===== src/include/gain_switch_params.svh =====
// Constants of the gain switch selector: offsets, field positions, reset values, timing.
// Assumes inclusion by bare name from the selector design file.
`ifndef GAIN_SWITCH_PARAMS_SVH
`define GAIN_SWITCH_PARAMS_SVH
`define GS_CLK_PERIOD_NS 4
`define GS_WINDOW_NS 166000
`define GS_WINDOW_CYCLES (`GS_WINDOW_NS / `GS_CLK_PERIOD_NS)
`define GS_REG_COUNT 8
`define GS_STATUS_INDEX 4'h8
`define GS_CTRL_EN_BIT 0
`define GS_CTRL_SEL_LSB 4
`define GS_MODE_AUTOTUNE_LSB 4
`define GS_HI_FIELD_LSB 16
`define GS_RST_TFILT 32'h0098_0098
`define GS_RST_NOTCH 32'h0002_05dc
`define GS_NOTCH_OFF_FREQ 16'h05dc
`define GS_VIB_MIN_VALID 16'h0064
`define GS_RESP_OKAY 2'h0
`define GS_RESP_DECERR 2'h3
`endif


===== src/include/gain_switch_pkg.sv =====
// Types shared by the gain switch selector and its condition evaluator.
// Assumes the params header is on the include path.
package gain_switch_pkg;
  typedef enum logic [1:0] {GAIN_SET1, GAIN_SET2, GAIN_RETURN_WAIT} gain_state_type;
  typedef enum logic [1:0] {OWNER_NONE, OWNER_NOTCH, OWNER_DAMP} filter_owner_type;
  typedef struct packed {
    logic enable;
    logic [3:0] cond_sel;
    logic [15:0] return_delay;
    logic [15:0] level;
    logic [15:0] hyst;
    logic [15:0] tf_const1;
    logic [15:0] tf_const2;
    logic [1:0] control_mode;
    logic [3:0] autotune_mode;
    logic [15:0] notch_freq;
    logic [15:0] vib_freq;
  } gain_cfg_type;
  typedef struct packed {
    logic [15:0] torque_delta;
    logic [15:0] cmd_speed;
    logic [15:0] motor_speed;
    logic [15:0] pos_dev;
    logic pulses;
    logic done;
  } gain_meas_type;
  // Absolute value of a signed 16-bit quantity
  function automatic logic [15:0] magnitude(input logic [15:0] v);
    magnitude = v[15] ? 16'(16'h0000 - v) : v;
  endfunction
endpackage


===== src/rtl/gain_condition_eval.sv =====
// Evaluates the selected switching condition against level and hysteresis.
// Assumes magnitudes already formed by the caller; purely combinational.
`timescale 1ns/1ps
module gain_condition_eval (
  input wire logic [3:0] cond_sel, // Selected condition
  input wire logic [15:0] level, // Switch level
  input wire logic [15:0] hyst, // Hysteresis
  input wire gain_switch_pkg::gain_meas_type meas, // Measured quantities
  output logic go_high, // Condition calls for gain set 2
  output logic may_return // Condition allows return to set 1
);
  logic [15:0] mag;
  logic [15:0] low_thr;
  // Pick the quantity and compare with level and level minus hysteresis
  always_comb begin
    case (cond_sel)
      4'h3: mag = meas.torque_delta;
      4'h5: mag = meas.cmd_speed;
      4'h6: mag = meas.pos_dev;
      default: mag = meas.motor_speed;
    endcase
    low_thr = (level > hyst) ? 16'(level - hyst) : 16'h0000;
    case (cond_sel)
      4'h7: begin
        go_high = meas.pulses;
        may_return = !meas.pulses;
      end
      4'h8: begin
        go_high = !meas.done;
        may_return = meas.done;
      end
      4'ha: begin
        go_high = meas.pulses || (meas.cmd_speed > level);
        may_return = !meas.pulses && (meas.cmd_speed < low_thr);
      end
      default: begin
        go_high = mag > level;
        may_return = mag < low_thr;
      end
    endcase
  end
endmodule


===== src/rtl/servo_gain_switch_selector.sv =====
// Gain set selector with filter and damping enables, registers on AXI4-Lite.
// Assumes measured inputs synchronous to CORE_CLK and a single synchronous reset.
//
// Implementation choices: the register addresses and register access over AXI4-Lite.
`timescale 1ns/1ps
`include "gain_switch_params.svh"
// Function
// - Switching only when function enable is one
// - Conditions 0 and 4 keep gain set 1
// - Condition 1 keeps gain set 2
// - Condition 2 follows external gain select input
// - Condition 3 uses torque change per 166us
// - Condition 5 uses commanded speed, return delay
// - Condition 6 uses position deviation, return delay
// - Condition 7 set 2 while pulses arrive
// - Condition 8 set 2 while positioning not done
// - Condition 9 uses actual motor speed
// - Condition 10 combines pulses and speed
// - Return delay only on set 2 to 1
// - Torque filter constant follows active gain set
// - Adaptive table index is read only
// - Mode 0 damping needs autotune and notch off
// - Vibration frequency 0 to 99 is invalid
// - Mode 0 notch and damping exclusive, first wins
module servo_gain_switch_selector #(
  parameter int WINDOW_CYCLES = `GS_WINDOW_CYCLES // Cycles in one 166 us window
) (
  input wire logic CORE_CLK, // Core clock, 250 MHz
  input wire logic RST, // Synchronous reset, active high
  input wire logic [7:0] AWADDR, // Write address
  input wire logic AWVALID, // Write address valid
  output logic AWREADY, // Write address ready
  input wire logic [31:0] WDATA, // Write data
  input wire logic [3:0] WSTRB, // Write byte strobes
  input wire logic WVALID, // Write data valid
  output logic WREADY, // Write data ready
  output logic [1:0] BRESP, // Write response
  output logic BVALID, // Write response valid
  input wire logic BREADY, // Write response ready
  input wire logic [7:0] ARADDR, // Read address
  input wire logic ARVALID, // Read address valid
  output logic ARREADY, // Read address ready
  output logic [31:0] RDATA, // Read data
  output logic [1:0] RRESP, // Read response
  output logic RVALID, // Read data valid
  input wire logic RREADY, // Read data ready
  input wire logic GAIN_SELECT_INPUT, // External gain select level
  input wire logic POSITIONING_DONE_SIGNAL, // Positioning completed
  input wire logic COMMAND_PULSE_ACTIVE, // Command pulses being received
  input wire logic [15:0] TORQUE_COMMAND, // Torque command, signed, 0.05 % units
  input wire logic [15:0] COMMAND_SPEED, // Commanded speed, signed, r/min
  input wire logic [15:0] MOTOR_SPEED, // Actual speed, signed, r/min
  input wire logic [15:0] POSITION_DEVIATION, // Position deviation, signed, pulses
  input wire logic [7:0] ADAPTIVE_TABLE_INDEX, // Table entry of adaptive frequency
  output logic GAIN_SET2_ACTIVE, // Gain set 2 in use
  output logic [15:0] TORQUE_FILTER_CONST, // Active torque filter constant
  output logic ADAPTIVE_FILTER_ENABLE, // Adaptive notch enabled
  output logic NOTCH1_ENABLE, // Notch filter 1 enabled
  output logic DAMPING_ENABLE // Damping control enabled
);
  logic [31:0] regs [`GS_REG_COUNT];
  logic [31:0] next_regs [`GS_REG_COUNT];
  logic aw_held, next_aw_held, w_held, next_w_held;
  logic [7:0] aw_addr, next_aw_addr;
  logic [31:0] w_data, next_w_data;
  logic [3:0] w_strb, next_w_strb;
  logic [1:0] bresp, next_bresp, rresp, next_rresp;
  logic bvalid, next_bvalid, rvalid, next_rvalid;
  logic [31:0] rdata, next_rdata;
  logic [16:0] win_count, next_win_count;
  logic [15:0] torque_ref, next_torque_ref;
  logic [15:0] ret_count, next_ret_count;
  gain_switch_pkg::gain_state_type state, next_state;
  gain_switch_pkg::filter_owner_type owner, next_owner;
  gain_switch_pkg::gain_cfg_type cfg;
  gain_switch_pkg::gain_meas_type meas;
  logic tick, go_high, may_return, notch_cfg, damp_cfg, adaptive_calc, notch_calc, damp_calc;
  logic [15:0] tf_calc;

  // Writable bits of each register; the rest read as zero
  function automatic logic [31:0] reg_mask(input int idx);
    case (idx)
      0: reg_mask = 32'h0000_00f1;
      4: reg_mask = 32'hffff_ffff;
      5: reg_mask = 32'h0000_00f3;
      6, 7: reg_mask = 32'h00ff_ffff;
      default: reg_mask = 32'h0000_ffff;
    endcase
  endfunction

  // Reset value of each register
  function automatic logic [31:0] reg_reset(input int idx);
    case (idx)
      4: reg_reset = `GS_RST_TFILT;
      6: reg_reset = `GS_RST_NOTCH;
      default: reg_reset = 32'h0000_0000;
    endcase
  endfunction

  // Fields of the configuration registers
  assign cfg.enable = regs[0][`GS_CTRL_EN_BIT];
  assign cfg.cond_sel = regs[0][`GS_CTRL_SEL_LSB +: 4];
  assign cfg.return_delay = regs[1][15:0];
  assign cfg.level = regs[2][15:0];
  assign cfg.hyst = regs[3][15:0];
  assign cfg.tf_const1 = regs[4][15:0];
  assign cfg.tf_const2 = regs[4][`GS_HI_FIELD_LSB +: 16];
  assign cfg.control_mode = regs[5][1:0];
  assign cfg.autotune_mode = regs[5][`GS_MODE_AUTOTUNE_LSB +: 4];
  assign cfg.notch_freq = regs[6][15:0];
  assign cfg.vib_freq = regs[7][15:0];

  // Bus handshakes
  assign AWREADY = !aw_held;
  assign WREADY = !w_held;
  assign ARREADY = !rvalid;
  assign BVALID = bvalid;
  assign BRESP = bresp;
  assign RVALID = rvalid;
  assign RRESP = rresp;
  assign RDATA = rdata;

  // Bus slave: hold address and data, write when both are in, answer reads
  always_comb begin
    next_regs = regs;
    next_aw_held = aw_held;
    next_aw_addr = aw_addr;
    next_w_held = w_held;
    next_w_data = w_data;
    next_w_strb = w_strb;
    next_bvalid = bvalid && !BREADY;
    next_bresp = bresp;
    next_rvalid = rvalid && !RREADY;
    next_rresp = rresp;
    next_rdata = rdata;
    if (AWVALID && !aw_held) begin
      next_aw_held = 1'b1;
      next_aw_addr = AWADDR;
    end
    if (WVALID && !w_held) begin
      next_w_held = 1'b1;
      next_w_data = WDATA;
      next_w_strb = WSTRB;
    end
    if (aw_held && w_held && !bvalid) begin
      next_aw_held = 1'b0;
      next_w_held = 1'b0;
      next_bvalid = 1'b1;
      next_bresp = (aw_addr[7:2] <= 6'(`GS_STATUS_INDEX)) ? `GS_RESP_OKAY : `GS_RESP_DECERR;
      for (int i = 0; i < `GS_REG_COUNT; i++) begin
        if (aw_addr[7:2] == 6'(i)) begin
          for (int b = 0; b < 4; b++) begin
            if (w_strb[b]) begin
              next_regs[i][8*b +: 8] = w_data[8*b +: 8] & 8'(reg_mask(i) >> (8 * b));
            end
          end
        end
      end
    end
    if (ARVALID && !rvalid) begin
      next_rvalid = 1'b1;
      next_rresp = `GS_RESP_OKAY;
      if (ARADDR[7:2] < 6'(`GS_REG_COUNT)) begin
        next_rdata = regs[ARADDR[4:2]];
      end else if (ARADDR[7:2] == 6'(`GS_STATUS_INDEX)) begin
        // Status word; the table index can only be read
        next_rdata = {16'h0000, ADAPTIVE_TABLE_INDEX, 3'h0, NOTCH1_ENABLE, DAMPING_ENABLE,
                      ADAPTIVE_FILTER_ENABLE, GAIN_SET2_ACTIVE, (state == gain_switch_pkg::GAIN_RETURN_WAIT)};
      end else begin
        next_rdata = 32'h0000_0000;
        next_rresp = `GS_RESP_DECERR;
      end
    end
  end

  always_ff @(posedge CORE_CLK) begin
    if (RST) begin
      for (int i = 0; i < `GS_REG_COUNT; i++) begin
        regs[i] <= reg_reset(i);
      end
      aw_held <= 1'b0;
      aw_addr <= 8'h00;
      w_held <= 1'b0;
      w_data <= 32'h0000_0000;
      w_strb <= 4'h0;
      bvalid <= 1'b0;
      bresp <= 2'h0;
      rvalid <= 1'b0;
      rresp <= 2'h0;
      rdata <= 32'h0000_0000;
    end else begin
      regs <= next_regs;
      aw_held <= next_aw_held;
      aw_addr <= next_aw_addr;
      w_held <= next_w_held;
      w_data <= next_w_data;
      w_strb <= next_w_strb;
      bvalid <= next_bvalid;
      bresp <= next_bresp;
      rvalid <= next_rvalid;
      rresp <= next_rresp;
      rdata <= next_rdata;
    end
  end

  // Measured quantities as magnitudes
  assign meas.torque_delta = gain_switch_pkg::magnitude(16'(TORQUE_COMMAND - torque_ref));
  assign meas.cmd_speed = gain_switch_pkg::magnitude(COMMAND_SPEED);
  assign meas.motor_speed = gain_switch_pkg::magnitude(MOTOR_SPEED);
  assign meas.pos_dev = gain_switch_pkg::magnitude(POSITION_DEVIATION);
  assign meas.pulses = COMMAND_PULSE_ACTIVE;
  assign meas.done = POSITIONING_DONE_SIGNAL;
  assign tick = (win_count == 17'(WINDOW_CYCLES - 1));

  gain_condition_eval u_eval (
    .cond_sel(cfg.cond_sel),
    .level(cfg.level),
    .hyst(cfg.hyst),
    .meas(meas),
    .go_high(go_high),
    .may_return(may_return)
  );

  // Gain set state, window timer and return delay
  always_comb begin
    next_state = state;
    next_ret_count = ret_count;
    next_win_count = tick ? 17'h0_0000 : 17'(win_count + 17'h0_0001);
    next_torque_ref = tick ? TORQUE_COMMAND : torque_ref;
    if (!cfg.enable) begin
      next_state = gain_switch_pkg::GAIN_SET1;
    end else begin
      case (cfg.cond_sel)
        4'h1: next_state = gain_switch_pkg::GAIN_SET2;
        4'h2: next_state = GAIN_SELECT_INPUT ? gain_switch_pkg::GAIN_SET2 : gain_switch_pkg::GAIN_SET1;
        4'h3, 4'h5, 4'h6, 4'h7, 4'h8, 4'h9, 4'ha: begin
          case (state)
            gain_switch_pkg::GAIN_SET1: begin
              if (go_high) next_state = gain_switch_pkg::GAIN_SET2;
            end
            gain_switch_pkg::GAIN_SET2: begin
              if (may_return) begin
                next_ret_count = 16'h0000;
                next_state = (cfg.return_delay == 16'h0000) ? gain_switch_pkg::GAIN_SET1
                                                            : gain_switch_pkg::GAIN_RETURN_WAIT;
              end
            end
            gain_switch_pkg::GAIN_RETURN_WAIT: begin
              if (go_high || !may_return) begin
                next_state = gain_switch_pkg::GAIN_SET2;
              end else if (ret_count >= cfg.return_delay) begin
                next_state = gain_switch_pkg::GAIN_SET1;
              end else if (tick) begin
                next_ret_count = 16'(ret_count + 16'h0001);
              end
            end
            default: next_state = gain_switch_pkg::GAIN_SET1;
          endcase
        end
        default: next_state = gain_switch_pkg::GAIN_SET1;
      endcase
    end
  end

  always_ff @(posedge CORE_CLK) begin
    if (RST) begin
      state <= gain_switch_pkg::GAIN_SET1;
      ret_count <= 16'h0000;
      win_count <= 17'h0_0000;
      torque_ref <= 16'h0000;
    end else begin
      state <= next_state;
      ret_count <= next_ret_count;
      win_count <= next_win_count;
      torque_ref <= next_torque_ref;
    end
  end

  // Filter enables and the active torque filter constant
  always_comb begin
    notch_cfg = cfg.notch_freq != `GS_NOTCH_OFF_FREQ;
    damp_cfg = cfg.vib_freq >= `GS_VIB_MIN_VALID;
    case (owner)
      gain_switch_pkg::OWNER_NOTCH: next_owner = notch_cfg ? owner : gain_switch_pkg::OWNER_NONE;
      gain_switch_pkg::OWNER_DAMP: next_owner = damp_cfg ? owner : gain_switch_pkg::OWNER_NONE;
      default: begin
        if (notch_cfg) next_owner = gain_switch_pkg::OWNER_NOTCH;
        else if (damp_cfg) next_owner = gain_switch_pkg::OWNER_DAMP;
        else next_owner = gain_switch_pkg::OWNER_NONE;
      end
    endcase
    adaptive_calc = (cfg.control_mode == 2'h2) && ((cfg.autotune_mode >= 4'h1 && cfg.autotune_mode <= 4'h3)
                    || cfg.autotune_mode == 4'h7);
    notch_calc = notch_cfg && !(cfg.control_mode == 2'h0 && owner == gain_switch_pkg::OWNER_DAMP);
    damp_calc = damp_cfg && ((cfg.control_mode == 2'h2) || (cfg.control_mode == 2'h0
                && cfg.autotune_mode == 4'h0 && owner == gain_switch_pkg::OWNER_DAMP));
    tf_calc = (state == gain_switch_pkg::GAIN_SET1) ? cfg.tf_const1 : cfg.tf_const2;
  end

  always_ff @(posedge CORE_CLK) begin
    if (RST) begin
      owner <= gain_switch_pkg::OWNER_NONE;
      ADAPTIVE_FILTER_ENABLE <= 1'b0;
      NOTCH1_ENABLE <= 1'b0;
      DAMPING_ENABLE <= 1'b0;
      TORQUE_FILTER_CONST <= 16'h0000;
      GAIN_SET2_ACTIVE <= 1'b0;
    end else begin
      owner <= next_owner;
      ADAPTIVE_FILTER_ENABLE <= adaptive_calc;
      NOTCH1_ENABLE <= notch_calc;
      DAMPING_ENABLE <= damp_calc;
      TORQUE_FILTER_CONST <= tf_calc;
      GAIN_SET2_ACTIVE <= (next_state != gain_switch_pkg::GAIN_SET1);
    end
  end
endmodule


===== config.mk =====
export PLATFORM = sky130hd
export DESIGN_NAME = servo_gain_switch_selector
export DESIGN_NICKNAME = d
export VERILOG_FILES = /design/src/include/gain_switch_pkg.sv /design/src/rtl/gain_condition_eval.sv /design/src/rtl/servo_gain_switch_selector.sv
export VERILOG_INCLUDE_DIRS = /design/src /design/src/include
export SDC_FILE = /design/constraint.sdc
export NUM_CORES = 1
export LEC_CHECK = 0
export BUFFER_PORTS_ARGS = -buffer_cell sky130_fd_sc_hd__buf_2
export CORE_MARGIN = 2
export CORE_UTILIZATION = 64
export CTS_CLUSTER_DIAMETER = 150
export DETAILED_ROUTE_END_ITERATION = 8
export PLACE_DENSITY_LB_ADDON = 0.15
export SYNTH_ARGS = -nofsm -noshare
export SYNTH_HDL_FRONTEND = slang
export SYNTH_HIERARCHICAL = 1
export SYNTH_SLANG_ARGS = --single-unit

===== constraint.sdc =====
create_clock -name CORE_CLK -period 13.3 [get_ports CORE_CLK]
set_input_delay 1.33 -clock CORE_CLK [delete_from_list [all_inputs] [get_ports CORE_CLK]]
set_output_delay 1.33 -clock CORE_CLK [all_outputs]
set_load 0.005 [all_outputs]

==> run metrics, run 1 <==
outcome=complete, no violations; WL final=49200 um; critical path class=input port to register; distinct cell type count after synthesis=85; P_sw=roughly 520 uW; Fin. Hold Viols=0; Crit. End Element=register; worst hold start=w_data[30]; Sw Share=26.1%; normalized max-slew margin=4.72%; sequential share of power=46.1%; initial antenna violation count=2; Internal Power=approximately 1500 uW; Worst Setup Slack, final=between 5 and 6 ns; Yosys top cell area share=approximately a third; drt pass-1 iters=8; cts hold-fix bufs=0; cts repair resizes=0; final RePlAce weighted congestion=0.930; Max FO, Critical Path=19; Post-Syn Instances=2075; 1st-iter DRT viols=1421; yosys warns=6; MaxCap Viol Count=0; Core Area=26700 sq um; Sink Count=a little under 300; Synth area leader=dfxtp_1; buffer depth of the longest clock path=3; first-pass GRT wire length=between 70000 and 80000 um; CTS tree=yes; Power Total=1970 uW; site row count=60; share of layout cells above drive strength 1=14.9%; Clock power frac=between 40% and 50%; final setup vio count=0; WP data arrival=8.01 ns; most frequent cells in the layout=dfxtp_1 (292), nand2_1 (280), nor2_1 (252); setup TNS=0 ns; Initial Util=64.7%; Worst path slowest cell=o21ai_0; FF-to-FF Start=torque_ref[0]; Post-synth EDFFs=0; actual slew at the worst max-slew pin=1.42 ns; Total GRT Usage=33.9%; Layout area overhead=11.7%; fillers=2146; Mapped Nets=about 2.3k; CP Depth=29; clk slew on worst S/H paths=around 0.060 ns; sequential share of the synthesized area=33.8%; Final nets=between 2k and 2.5k; Multi-input gate area=10700 sq um; Final Cell Area=between 15000 and 20000 sq um; Die Area=28400 sq um; reg2reg path depth=27; final period demand of the worst path=between 7 and 8 ns; Avg Inst Size Synth=8.34 sq um; synth top area cells=dfxtp_1 (34%), ha_1 (8.5%), mux2i_1 (8.0%), nand2_1 (6.1%), nor2_1 (5.5%); Fmax achieved=132 MHz; Post-Syn Area=17300 sq um; worst-skew pair later-pin latency=0.56 ns; Hold WS=0.457 ns; Max Slew Vio Count=0; maximum vdd ir drop=0.116 mV; CP top delay family=compound AO/OA/AOI/OAI gates; max incr delay on CP=0.77 ns; Worst Hold Path Cells=2; Top Ports=just under 200; DR vias/cell=6.15; PortBufs=190; vias in the first global route=around 15k; CP required=13.75 ns; Post-DP Area=around 18000 sq um; async set or reset register ratio after synthesis=0%; Period Utilization, post-route=56.9%; largest net degree at the start of global routing=93; clock skew=0.0102 ns; most common cell after layout, fill and taps aside=dfxtp_1; Root Driver=clkbuf_16; H-Tree Depth=1; via count=15.8k; global route total overflow=0; CP startpoint=TORQUE_COMMAND[0]; Die H=168 um; pre-CTS WS=between 5 and 6 ns; number of routed nets with antenna violations=0; Synth Flop Type=dfxtp_1; RSZ-0062 raised after global routing=false; combinational share of power=12.5%; DP HPWL=36600 um; cts bufs inserted=29; Post-CTS Repair Setup Buffers=0; Routed WL per cell=19.1 um; CP Launch Type=input port; DRC=0; power per standard cell area=about 100 nW/um^2; Storage cell area=5850 sq um; worst path bufs/invs=4; worst min path class=register to register; Lkg Pwr=0.00833 uW; Die W=about 170 um; Synth Register Bits=just under 300
-- metrics by stage --
stage | cells | util, %
6_report | 2569 | 72.3
3_5_place_dp | 2516 | 68.8
2_1_floorplan | 2075 | -
5_1_grt | 2568 | 72.3
3_3_place_gp | 2516 | 68.8
4_1_cts | 2568 | 72.3
-- Yosys cell counts, types with 5 or more instances --
| master | instances |
|---|---|
| a211oi_1 | 5 |
| o211ai_1 | 10 |
| mux2_2 | 35 |
| a21oi_1 | 126 |
| and2_1 | 6 |
| a221oi_1 | 24 |
| o21ai_0 | 55 |
| clkbuf_1 | 89 |
| or4_1 | 7 |
| nor2_1 | 252 |
| o21a_1 | 9 |
| nor4_1 | 15 |
| inv_1 | 101 |
| xnor2_1 | 70 |
| nand2_1 | 280 |
| nand3b_1 | 5 |
| buf_2 | 6 |
| dfxtp_1 | 292 |
| nor3b_1 | 6 |
| a222oi_1 | 24 |
| nor2b_1 | 15 |
| nand2b_1 | 9 |
| nor3_1 | 51 |
| a21o_1 | 24 |
| mux2i_1 | 139 |
| a211o_1 | 7 |
| o31a_1 | 5 |
| a22oi_1 | 13 |
| and4_1 | 9 |
| nor4b_1 | 6 |
| and3_1 | 12 |
| xor2_1 | 32 |
| or2_2 | 5 |
| nand2_2 | 10 |
| nand3_1 | 57 |
| mux4_2 | 11 |
| o31ai_1 | 13 |
| a31oi_1 | 16 |
| nand4_1 | 22 |
| ha_1 | 117 |
| or3_1 | 12 |
-- flip-flops by register name (all words and copies together) (netlist names), 2 cells and up --
signal and flops:
win_count 17, TORQUE_FILTER_CONST 16, aw_addr 6, w_data 32, w_strb 4, owner 2, state 2, regs 16
RDATA 32, cfg 123, torque_ref 16, ret_count 16
-- tightest hold or removal path, delay by kind of cell (launching register included) --
kind,cells,cell delay [ns]
flops,1,0.31
simple gates,1,0.05
compound gates,1,0.05
-- per-layer routing --
layer | global-route usage [%] | vias to the layer above | part of all wire (%)
met5 | 0 | - | 0.018
met4 | 11.0 | 2 | 3.1
met3 | 5.62 | 111 | 8.6
met2 | 56.4 | 630 | 46
met1 | 45.2 | 7453 | 42
li1 | - | 7604 | -
-- power groups by stage --
stage	sequential, uW	combinational (uW)	clock [uW]
4_1_cts	908	243	817
3_3_place_gp	926	236	0
5_1_grt	909	270	854
6_report	909	247	815
3_5_place_dp	927	242	0
2_1_floorplan	916	166	0
-- logic make-up (layout without fill, tap and decap cells) --
kind of cell	after synthesis	in the layout	share of synthesized area, %
AOI/OAI and AO/OA	372	372	14.6
buffers and inverters	204	356	4.60
and+or+nand+nor	800	800	21.3
DFF	292	292	33.8
muxes	185	185	11.8
other	0	1	0
adders and majority gates	120	120	8.75
xor gates and xnor gates	102	102	5.16
-- worst paths after layout --
check	slack, ns	to
hold reg to reg	0.46	w_data[30]
setup / recovery	5.73	ret_count[15]
hold / removal	0.46	w_data[30]
setup reg to reg	6.32	ret_count[15]
-- layout make-up --
class,count,area share [%]
Antenna cell,1,0.0130
Tap cell,341,2.21
Multi-Input combinational cell,1579,55.2
Sequential cell,292,30.3
Clock buffer,43,4.29
Timing Repair Buffer,203,5.46
Inverter,101,1.96
Clock inverter,9,0.602
Note: power is estimated with default switching activity, not from simulation.
==> run 2: changes to the inputs <==
--- a/config.mk
+++ b/config.mk
@@ -6,9 +6,10 @@
 export SDC_FILE = /design/constraint.sdc
 export NUM_CORES = 1
 export LEC_CHECK = 0
+export ABC_AREA = 1
 export BUFFER_PORTS_ARGS = -buffer_cell sky130_fd_sc_hd__buf_2
 export CORE_MARGIN = 2
-export CORE_UTILIZATION = 64
+export CORE_UTILIZATION = 60
 export CTS_CLUSTER_DIAMETER = 150
 export DETAILED_ROUTE_END_ITERATION = 8
 export PLACE_DENSITY_LB_ADDON = 0.15
==> constraint.sdc (replaced) <==
create_clock -name CORE_CLK -period 7.56 [get_ports CORE_CLK]
set_input_delay 0.756 -clock CORE_CLK [delete_from_list [all_inputs] [get_ports CORE_CLK]]
set_output_delay 0.756 -clock CORE_CLK [all_outputs]
set_load 0.005 [all_outputs]
==> run 2 against run 1 <==
Net effect: clock power is 96% higher; cell area is 2.8% higher; power is 85% higher; global-route usage is 1.6 points lower; synthesized cell count is 26% higher; register-to-register slack worse by 4.3 ns; flip-flop and latch count stayed put; die area is 8.8% higher; utilization is 3.5 points lower; sequential share of layout area is 0.82 points lower; worst hold slack worse by 0.072 ns.
==> run metrics, run 2 <==
most frequent cells in the layout=nand2_1 (442), nor2_1 (370), inv_1 (301); yosys warns=6 (unchanged); maximum vdd ir drop=0.221 mV (+91%); global route total overflow=0 (unchanged); vias in the first global route=16.7k (+10%); Post-DP Area=18800 sq um (+2.2%); Period Utilization, post-route=72.8%; max reg flops=123 (unchanged); MaxCap Viol Count=0 (unchanged); final period demand of the worst path=between 5 and 6 ns; setup TNS=0 ns (unchanged); Sw Share=26.5% (+0.35 points); PortBufs=190 (unchanged); H-Tree Depth=1 (unchanged); Final nets=3001 (+22%); outcome=complete, no violations; max incr delay on CP=0.45 ns (-0.32 ns); Core Area=28900 sq um (+8.0%); P_sw=967 uW (+88%); number of routed nets with antenna violations=0 (unchanged); Mapped Nets=2868 (+23%); Power Total=3650 uW (+85%); WP data arrival=5.92 ns (-2.09 ns); sequential share of the synthesized area=33.1% (-0.74 points); Post-synth EDFFs=0 (unchanged); Synth Flop Type=dfxtp_1; final RePlAce weighted congestion=0.925 (-0.57%); largest net degree at the start of global routing=140 (+51%); Post-Syn Area=17700 sq um (+2.2%); Internal Power=2680 uW (+84%); clock skew=0.0441 ns (+0.0340 ns); Fmax achieved=around 180 MHz; CP required=7.98 ns (-5.77 ns); CP Launch Type=register; Root Driver=clkbuf_16; Yosys top cell area share=33.1% (-0.74 points); drt pass-1 iters=6 (-2); sequential share of power=43.8% (-2.3 points); final setup vio count=0 (unchanged); critical path class=register to register; cts hold-fix bufs=0 (unchanged); combinational share of power=12.3% (-0.2 points); Crit. End Element=register; Fin. Hold Viols=0 (unchanged); Layout Cells excl Fill=3156 (+23%); Initial Util=61.3% (-3.4 points); distinct cell type count after synthesis=59 (-31%); Layout area overhead=12.3%; cts bufs inserted=30 (+3.4%); clk slew on worst S/H paths=0.06 ns (about the same); worst-skew pair later-pin latency=0.59 ns (+0.03 ns); crit-path most repeated cell=nand2_1; Max Slew Vio Count=0 (unchanged); Total GRT Usage=32.3% (-1.6 points); Die H=176 um (+4.3%); Die W=176 um (+4.3%); DRC=0 (unchanged); site row count=62 (+3.3%); Max FO, Critical Path=17 (-2); Clock power frac=43.9% (+2.5 points); RSZ-0062 raised after global routing=false; most common cell after layout, fill and taps aside=nand2_1; first-pass GRT wire length=82400 um (+5.4%); Die Area=30900 sq um (+8.8%); Final Cell Area=19900 sq um (+2.8%); power per standard cell area=184 nW/um^2 (+80%); Avg Inst Size Synth=6.76 sq um (-19%); Synth Register Bits=292 (unchanged); normalized max-slew margin=20.5% (+16 points); DP HPWL=38100 um (+4.1%); synth top area cells=dfxtp_1 (33%), nand2_1 (9.4%), o21ai_0 (8.4%), ha_1 (8.3%), nor2_1 (7.9%); initial antenna violation count=3 (+1); async set or reset register ratio after synthesis=0% (unchanged); via count=18.0k (+14%); Synth area leader=dfxtp_1; Post-Syn Instances=2615 (+26%); top cells by count, synth=nand2_1 (442), nor2_1 (371), inv_1 (301); DR vias/cell=5.70 (-7.3%); cell count after placement=3100 (+23%); share of layout cells above drive strength 1=11.3% (-3.6 points); CP top delay family=simple AND/OR/NAND/NOR gates; Top reg by flops=cfg; Worst path slowest cell=nand2_1; pre-CTS WS=1.57 ns (-3.77 ns); Sink Count=292 (unchanged); buffer depth of the longest clock path=3 (unchanged); Routed WL per cell=16.3 um (-15%); actual slew at the worst max-slew pin=1.19 ns (-0.224 ns); worst min path class=input port to register; most frequent cell after synthesis=nand2_1; Top Ports=195 (unchanged); cts repair resizes=0 (unchanged); WL final=51300 um (+4.3%); CTS tree=yes; Post-CTS Repair Setup Buffers=0 (unchanged); Lkg Pwr=0.00883 uW (+6.0%); 1st-iter DRT viols=1585 (+12%); Worst Setup Slack, final=2.05 ns (-3.68 ns); worst path bufs/invs=3 (-1)
==> run 2: stage by stage <==
| stage | hold slack (ns) | util [%] |
|---|---|---|
| floorplan | 0.418 | - |
| detailed placement | 0.440 | 65.1 |
| CTS | 0.368 | 68.8 |
| finish | 0.385 | 68.8 |
| global placement | 0.430 | 65.1 |
| global route | 0.393 | 68.8 |
==> run 2: worst paths after layout <==
path	from	to	slack, ns	cells after the start
max	torque_ref[0]	ret_count[1]	2.05	32
min	WDATA[19]	w_data[19]	0.38	3
min reg2reg	win_count[0]	win_count[0]	0.45	1
max reg2reg	torque_ref[0]	ret_count[1]	2.05	32
==> run 2: worst register-to-register path: cells and delay by family (launching register included) <==
kind / cells / cell delay, ns
buffers and inverters: 3 / 0.29
AND/OR/NAND/NOR: 20 / 2.76
adder cells (fa/ha/maj): 4 / 1.07
AO/OA/AOI/OAI: 5 / 0.92
flip-flops: 1 / 0.32
==> run 2: per-layer routing <==
layer  part of all wire (%)  GRT usage [%]  up-vias
met3                    7.5           3.81      121
met1                     44           43.6     8221
met4                    3.2           10.2        4
met2                     46           54.1      698
li1                       -              -     8943
met5                  0.053              0        -
==> run 2: power groups by stage <==
stage          combinational [uW]  clock [uW]  sequential [uW]
3_3_place_gp                  428           0             1630
6_report                      450        1600             1600
4_1_cts                       444        1610             1600
3_5_place_dp                  441           0             1630
5_1_grt                       507        1670             1600
2_1_floorplan                 302           0             1620
==> run 2: layout make-up <==
class,instances,area [sq um]
Sequential cell,292,5850
Clock buffer,39,835
Multi-Input combinational cell,1914,10300
Antenna cell,2,5.00
Clock inverter,15,246
Tap cell,384,480
Inverter,310,1170
Timing Repair Buffer,200,1030
Fill cell,2584,9000
==> run 2: cell families (layout without fill, tap and decap cells) <==
group | Yosys count | count (layout) | share of synthesized area, %
and+or+nand+nor | 1072 | 1072 | 25.9
AOI/OAI and AO/OA | 652 | 652 | 20.0
buffers and inverters | 409 | 564 | 8.97
DFF | 292 | 292 | 33.1
adders and majority gates | 119 | 119 | 8.50
xor gates and xnor gates | 71 | 71 | 3.56
other | 0 | 2 | 0
